===== src/verilog/bbnio_pkg.sv =====
// Package: register map, field layout and reset values for the bus number and I/O window block
package bbnio_pkg;
    // ------------------------------------------------------------
    // Byte offsets of the configuration header bytes
    // ------------------------------------------------------------
    localparam logic [11:0] OFS_UPSTREAM_BUS = 12'h018;
    localparam logic [11:0] OFS_DOWNSTREAM_BUS = 12'h019;
    localparam logic [11:0] OFS_HIGHEST_BUS = 12'h01A;
    localparam logic [11:0] OFS_LATENCY_TIMER = 12'h01B;
    localparam logic [11:0] OFS_IO_BASE = 12'h01C;
    localparam logic [11:0] OFS_IO_LIMIT = 12'h01D;
    // Word holding all four bytes 0x018..0x01B, and the one holding 0x01C..0x01F
    localparam logic [9:0] WORD_BUS_NUMBERS = 10'h006;
    localparam logic [9:0] WORD_IO_WINDOW = 10'h007;
    // Extra control word: lockable-write enable at bit 0
    localparam logic [9:0] WORD_LOCK_CTRL = 10'h040;
    localparam int LOCK_EN_BIT = 0;
    // ------------------------------------------------------------
    // Field positions and reset values
    // ------------------------------------------------------------
    localparam int IO_CAP_BIT = 0;
    localparam int IO_ADDR_LSB = 4;
    localparam int IO_ADDR_MSB = 7;
    localparam logic [7:0] BUS_NUMBER_RESET = 8'h00;
    localparam logic [7:0] LATENCY_TIMER_VALUE = 8'h00;
    localparam logic IO_CAP_RESET = 1'h1;
    localparam logic [3:0] IO_BASE_RESET = 4'hF;
    localparam logic [3:0] IO_LIMIT_RESET = 4'h0;
    localparam logic [11:0] IO_LOW_FILL = 12'h000;
    localparam logic [11:0] IO_HIGH_FILL = 12'hFFF;
    localparam logic [31:0] UNMAPPED_READ = 32'h0000_0000;
endpackage


===== src/verilog/bbnio_regs.sv =====
// Module: bus number registers and I/O window decode, Avalon-MM slave
// How it works
// - Upstream bus number: RW byte, resets zero
// - Downstream bus number: RW byte, resets zero
// - Highest bus behind: RW byte, resets zero
// - Latency timer reads zero, writes ignored
// - Base bit 0 reports I/O addressing capability
// - Capability resets one, lockable write only
// - Limit bit 0 mirrors capability bit
// - Base bits 7:4 RW, reset F
// - Limit bits 7:4 RW, reset zero, low FFF
// - Base and limit decide I/O forwarding
`timescale 1ns/1ps
module bbnio_regs (
    input wire logic clk,
    input wire logic resetn,
    input wire logic [11:0] avs_address,
    input wire logic avs_read,
    input wire logic avs_write,
    input wire logic [31:0] avs_writedata,
    input wire logic [3:0] avs_byteenable,
    output logic [31:0] avs_readdata,
    output logic avs_waitrequest,
    input wire logic io_check_valid,
    input wire logic [31:0] io_check_addr,
    output logic io_forward,
    output logic io_forward_valid,
    output logic [7:0] upstream_bus_number,
    output logic [7:0] downstream_bus_number,
    output logic [7:0] highest_bus_behind,
    output logic io_addressing_capability
);
    // ------------------------------------------------------------
    // Bus handshake: one wait cycle, answer on the second edge
    // ------------------------------------------------------------
    logic ack_r;
    logic [9:0] word;
    logic wr_go;
    logic rd_go;
    assign word = avs_address[11:2];
    // Write lands at the edge where waitrequest is seen low
    assign wr_go = avs_write & ack_r;
    assign rd_go = avs_read & ~ack_r;

    always_ff @(posedge clk) begin
        if (!resetn) begin
            ack_r <= 1'b0;
        end else begin
            ack_r <= (avs_read | avs_write) & ~ack_r;
        end
    end

    always_ff @(posedge clk) begin
        if (!resetn) begin
            avs_waitrequest <= 1'b1;
        end else begin
            avs_waitrequest <= ~((avs_read | avs_write) & ~ack_r);
        end
    end

    // ------------------------------------------------------------
    // Bus number bytes
    // ------------------------------------------------------------
    logic [7:0] upstream_bus_r;
    logic [7:0] downstream_bus_r;
    logic [7:0] highest_bus_r;
    logic bus_word_wr;
    assign bus_word_wr = wr_go && (word == bbnio_pkg::WORD_BUS_NUMBERS);

    always_ff @(posedge clk) begin
        if (!resetn) begin
            upstream_bus_r <= bbnio_pkg::BUS_NUMBER_RESET;
        end else if (bus_word_wr && avs_byteenable[0]) begin
            upstream_bus_r <= avs_writedata[7:0];
        end
    end

    always_ff @(posedge clk) begin
        if (!resetn) begin
            downstream_bus_r <= bbnio_pkg::BUS_NUMBER_RESET;
        end else if (bus_word_wr && avs_byteenable[1]) begin
            downstream_bus_r <= avs_writedata[15:8];
        end
    end

    always_ff @(posedge clk) begin
        if (!resetn) begin
            highest_bus_r <= bbnio_pkg::BUS_NUMBER_RESET;
        end else if (bus_word_wr && avs_byteenable[2]) begin
            highest_bus_r <= avs_writedata[23:16];
        end
    end

    // ------------------------------------------------------------
    // Lock control and I/O window fields
    // ------------------------------------------------------------
    logic lock_en_r;
    logic io_cap_r;
    logic [3:0] io_base_r;
    logic [3:0] io_limit_r;
    logic io_word_wr;
    assign io_word_wr = wr_go && (word == bbnio_pkg::WORD_IO_WINDOW);

    always_ff @(posedge clk) begin
        if (!resetn) begin
            lock_en_r <= 1'b0;
        end else if (wr_go && word == bbnio_pkg::WORD_LOCK_CTRL && avs_byteenable[0]) begin
            lock_en_r <= avs_writedata[bbnio_pkg::LOCK_EN_BIT];
        end
    end

    always_ff @(posedge clk) begin
        if (!resetn) begin
            io_cap_r <= bbnio_pkg::IO_CAP_RESET;
        end else if (io_word_wr && avs_byteenable[0] && lock_en_r) begin
            io_cap_r <= avs_writedata[bbnio_pkg::IO_CAP_BIT];
        end
    end

    always_ff @(posedge clk) begin
        if (!resetn) begin
            io_base_r <= bbnio_pkg::IO_BASE_RESET;
        end else if (io_word_wr && avs_byteenable[0]) begin
            io_base_r <= avs_writedata[bbnio_pkg::IO_ADDR_MSB:bbnio_pkg::IO_ADDR_LSB];
        end
    end

    always_ff @(posedge clk) begin
        if (!resetn) begin
            io_limit_r <= bbnio_pkg::IO_LIMIT_RESET;
        end else if (io_word_wr && avs_byteenable[1]) begin
            io_limit_r <= avs_writedata[8 + bbnio_pkg::IO_ADDR_MSB:8 + bbnio_pkg::IO_ADDR_LSB];
        end
    end

    // ------------------------------------------------------------
    // Read data
    // ------------------------------------------------------------
    logic [7:0] io_base_byte;
    logic [7:0] io_limit_byte;
    logic [31:0] rdata_nxt;
    assign io_base_byte = {io_base_r, 3'h0, io_cap_r};
    assign io_limit_byte = {io_limit_r, 3'h0, io_cap_r};

    always_comb begin
        case (word)
            bbnio_pkg::WORD_BUS_NUMBERS: begin
                rdata_nxt = {bbnio_pkg::LATENCY_TIMER_VALUE, highest_bus_r,
                             downstream_bus_r, upstream_bus_r};
            end
            bbnio_pkg::WORD_IO_WINDOW: begin
                rdata_nxt = {16'h0000, io_limit_byte, io_base_byte};
            end
            bbnio_pkg::WORD_LOCK_CTRL: begin
                rdata_nxt = {31'h0000_0000, lock_en_r};
            end
            default: begin
                rdata_nxt = bbnio_pkg::UNMAPPED_READ;
            end
        endcase
    end

    always_ff @(posedge clk) begin
        if (!resetn) begin
            avs_readdata <= 32'h0000_0000;
        end else if (rd_go) begin
            avs_readdata <= rdata_nxt;
        end
    end

    // ------------------------------------------------------------
    // I/O window decode, one cycle after the check request
    // ------------------------------------------------------------
    logic [31:0] win_low;
    logic [31:0] win_high;
    logic io_hit;
    always_comb begin
        // 16-bit decode confines the window to the first 64 KB
        win_low = {16'h0000, io_base_r, bbnio_pkg::IO_LOW_FILL};
        win_high = {16'h0000, io_limit_r, bbnio_pkg::IO_HIGH_FILL};
        io_hit = (io_check_addr >= win_low) && (io_check_addr <= win_high);
        if (!io_cap_r && io_check_addr[31:16] != 16'h0000) begin
            io_hit = 1'b0;
        end
    end

    always_ff @(posedge clk) begin
        if (!resetn) begin
            io_forward <= 1'b0;
            io_forward_valid <= 1'b0;
        end else begin
            io_forward <= io_check_valid & io_hit;
            io_forward_valid <= io_check_valid;
        end
    end

    // ------------------------------------------------------------
    // Register copies for the rest of the switch
    // ------------------------------------------------------------
    always_ff @(posedge clk) begin
        if (!resetn) begin
            upstream_bus_number <= bbnio_pkg::BUS_NUMBER_RESET;
            downstream_bus_number <= bbnio_pkg::BUS_NUMBER_RESET;
            highest_bus_behind <= bbnio_pkg::BUS_NUMBER_RESET;
            io_addressing_capability <= bbnio_pkg::IO_CAP_RESET;
        end else begin
            upstream_bus_number <= upstream_bus_r;
            downstream_bus_number <= downstream_bus_r;
            highest_bus_behind <= highest_bus_r;
            io_addressing_capability <= io_cap_r;
        end
    end
endmodule // bbnio_regs


===== config.mk =====
export PLATFORM = sky130hd
export DESIGN_NAME = bbnio_regs
export DESIGN_NICKNAME = d
export VERILOG_FILES = /design/src/verilog/bbnio_pkg.sv /design/src/verilog/bbnio_regs.sv
export SDC_FILE = /design/constraint.sdc
export NUM_CORES = 1
export LEC_CHECK = 0
export ABC_CLOCK_PERIOD_IN_PS = 2300
export BUFFER_PORTS_ARGS = -buffer_cell sky130_fd_sc_hd__buf_2
export CAP_MARGIN = 0
export CORE_MARGIN = 5
export CORE_UTILIZATION = 30
export DETAILED_ROUTE_END_ITERATION = 8
export HOLD_SLACK_MARGIN = 0.03
export PLACE_DENSITY = 0.59
export SETUP_SLACK_MARGIN = 0.4
export SLEW_MARGIN = 15
export SYNTH_ARGS = -nofsm -noshare
export SYNTH_HDL_FRONTEND = slang
export SYNTH_SLANG_ARGS = --single-unit

===== constraint.sdc =====
create_clock -name clk -period 2.3 [get_ports clk]
set_input_delay 0.23 -clock clk [delete_from_list [all_inputs] [get_ports clk]]
set_output_delay 0.23 -clock clk [all_outputs]
set_load 0.005 [all_outputs]

==> results.tsv <==
stage	metric	value	unit
logic_synthesis	synth_flop_cell	dfxtp_1	
cts	clkTransAtPathRegs	0.07	ns
cells_and_area	drive_gt1_share	35.3	%
sta	maxSlewViolCount	0	
die	die_x	118	µm
logic_synthesis	yosysTopAreaCellShare	49.8	%
cts	htreeDepth	3	
place	io_buffers	125	
sta	finalSetupViolCount	0	
critical_path	critPathLaunch	ack_r	
hold_path	min_from	io_check_valid	
place	place_area	4290	µm²
critical_path	r2r_slack	0.56	ns
route	wl	8680	µm
cts	cts_setup_buffers	0	
cts	clock-root-buffer	clkbuf_16	
logic_synthesis	yosys-top-cells-area	dfxtp_1 (50%), mux2i_1 (11%), and2_1 (6.4%)	
cells_and_area	antenna_cells	0	
logic_synthesis	ys_seq_area_share	49.8	%
logic_synthesis	yosysMostFrequentCell	dfxtp_1	
logic_synthesis	ys_seq_elements	87	
global_routing	grt_pass1_wl	14000	µm
sta	slew_headroom	55.4	%
cells_and_area	syn_to_final_growth	30.6	%
place	dp_hpwl	6680	µm
die	rows	39	
die	chipHeight	118	µm
route	remaining_drc_errors	0	
critical_path	start_kind	flip-flop	
sta	fin_tns_setup	0	ns
critical_path	worstPathMaxFanout	14	
sta	rsz0062_at_grt	no	
critical_path	path_cells	nand2b_1 -> or4_4 -> nor3b_4 -> buf_4 -> a22o_1	
logic_synthesis	syn_inst	327	
critical_path	r2r_cells	5	
logic_synthesis	syn_area	3500	µm²
cells_and_area	stdcell_area	4570	µm²
route	drt-vias-per-instance	4.54	
global_routing	antenna_found_initial	0	
cts	cts.sinks	87	
die	initial_core_util	30.6	%
cts	cts_buffers	9	
sta	period_share	75.6	%
logic_synthesis	async_reset_ff_share	0	%
critical_path	max_stage_delay	0.56	ns
global_routing	track_usage	12.5	%
cells_and_area	fillerInstances	1161	
logic_synthesis	synth_warnings	0	
run_status	status	complete, no violations	
hold_path	min_path_cells	2	
route	drt_pass1_iterations	4	
cells_and_area	nNetsFinal	552	
power	ir_worst_vdd	282	µV
route	ant_nets	0	
die	core_region_area	11400	µm²
cts	clk_latency	0.33	ns
sta	finClkSkew	0.00824	ns
route	via_count	2754	
logic_synthesis	netlist-cell-type-count	39	
critical_path	crit_required	2.57	ns
place	place.gp.congestion	0.836	
power	powerDensity	666	nW/µm²
global_routing	grt_overflow	0	
sta	finalCriticalPeriod	1.74	ns
cts	cts_resized	0	
cts	cts_buffer_depth	2	
sta	holdWs	0.119	ns
cells_and_area	multi_input_area	1600	µm²
global_routing	grt_pass1_vias	2824	
cts	cts_tree	yes	
critical_path	r2r-start	ack_r	
critical_path	slowest_stage	or4_4	
logic_synthesis	synth.avg_cell_area	10.7	µm²
flow_run	maxCapViolCount	0	
logic_synthesis	yosysTopAreaCell	dfxtp_1	
logic_synthesis	synth_common_cells	dfxtp_1 (87), mux2i_1 (40), and2_1 (36)	
critical_path	cp-end-kind	flip-flop	
route	drt-initial-drc-count	110	
hold_path	hp-class	primary input to flip-flop	
sta	worstMarginPinSlew	0.669	ns
logic_synthesis	synth_edf_count	0	
critical_path	arrival	2.01	ns
cells_and_area	ff_latch_area	1740	µm²
cts	cts.hold.buffers_added	0	
die	die-area	13900	µm²
critical_path	path_class	flip-flop to flip-flop	
global_routing	grt_max_degree	33	
power	leakage	2.01	nW
sta	hold_viol_final	0	
route	wire_per_inst	14.3	µm
sta	max_freq	575	MHz
die	io_pins	145	
[per-layer routing]
layer	track usage (%)	routed length (µm)	part of all wire, %	up-vias
met5	0	0	0	-
met4	4.52	120	1.4	0
met3	3.56	571	6.6	12
met2	21.1	4130	48	92
met1	15.2	3860	44	1256
li1	-	-	-	1394
[cell type report]
| class | instances | share of cell area (%) |
|---|---|---|
| Clock inverter | 7 | 1.20 |
| Inverter | 10 | 0.821 |
| Clock buffer | 9 | 4.93 |
| Sequential cell | 87 | 38.1 |
| Tap cell | 143 | 3.92 |
| Multi-Input combinational cell | 212 | 35.0 |
| Timing Repair Buffer | 139 | 16.0 |
[cells by family after synthesis]
family	after synthesis	synth area share, %
multiplexers	40	11.4
AND/OR/NAND/NOR	119	23.0
other	1	0.107
buffers and inverters	35	5.26
AO/OA/AOI/OAI	37	7.58
adder cells (fa/ha/maj)	8	2.86
flip-flops	87	49.8
[per-stage QoR]
step	utilization [%]	setup slack [ns]	total power (W)	cells
global placement	37.6	0.321	0.00172	591
detailed placement	37.6	0.289	0.00172	591
CTS	40.0	0.564	0.00309	607
floorplan	-	0.219	0.00163	334
finish	40.0	0.561	0.00304	607
global route	40.0	0.459	0.00318	607
[sequential cells by signal, summed over array words and instances, names as in the netlist, 8 cells and up]
register / cells
downstream_bus_r: 8
highest_bus_behind: 8
upstream_bus_r: 8
highest_bus_r: 8
downstream_bus_number: 8
avs_readdata: 24
upstream_bus_number: 8
[power by group]
part	internal, W	leakage [nW]	switching [W]	total (W)
sequential	0.00151	0.701	0.00000327	0.00151
combinational	0.0000833	1.17	0.0000920	0.000175
clock	0.000743	0.133	0.000611	0.00135
[path summary, 6_finish.rpt]
path                           end
hold / removal    io_forward_valid
hold reg to reg   avs_readdata[23]
setup / recovery   avs_readdata[3]
setup reg to reg   avs_readdata[3]
[cell usage in the layout, fill, tap and decap left out, types with 4 or more instances in the layout]
master,count
conb_1,8
ha_1,8
nand4_1,6
dfxtp_1,87
nor2b_1,30
inv_1,10
a22o_1,14
buf_2,125
o211ai_1,4
and2_1,36
buf_4,14
nor4_1,5
o21ai_0,11
nand2_1,16
mux2i_1,40
clkbuf_16,9
[worst max-delay path, delay by kind of cell, from the launching register on]
kind / cells / cell delay, ns
flip-flops: 1 / 0.38
AO/OA/AOI/OAI: 1 / 0.15
buffers and inverters: 1 / 0.24
AND/OR/NAND/NOR: 3 / 0.92
Note: power is estimated with default switching activity, not from simulation.
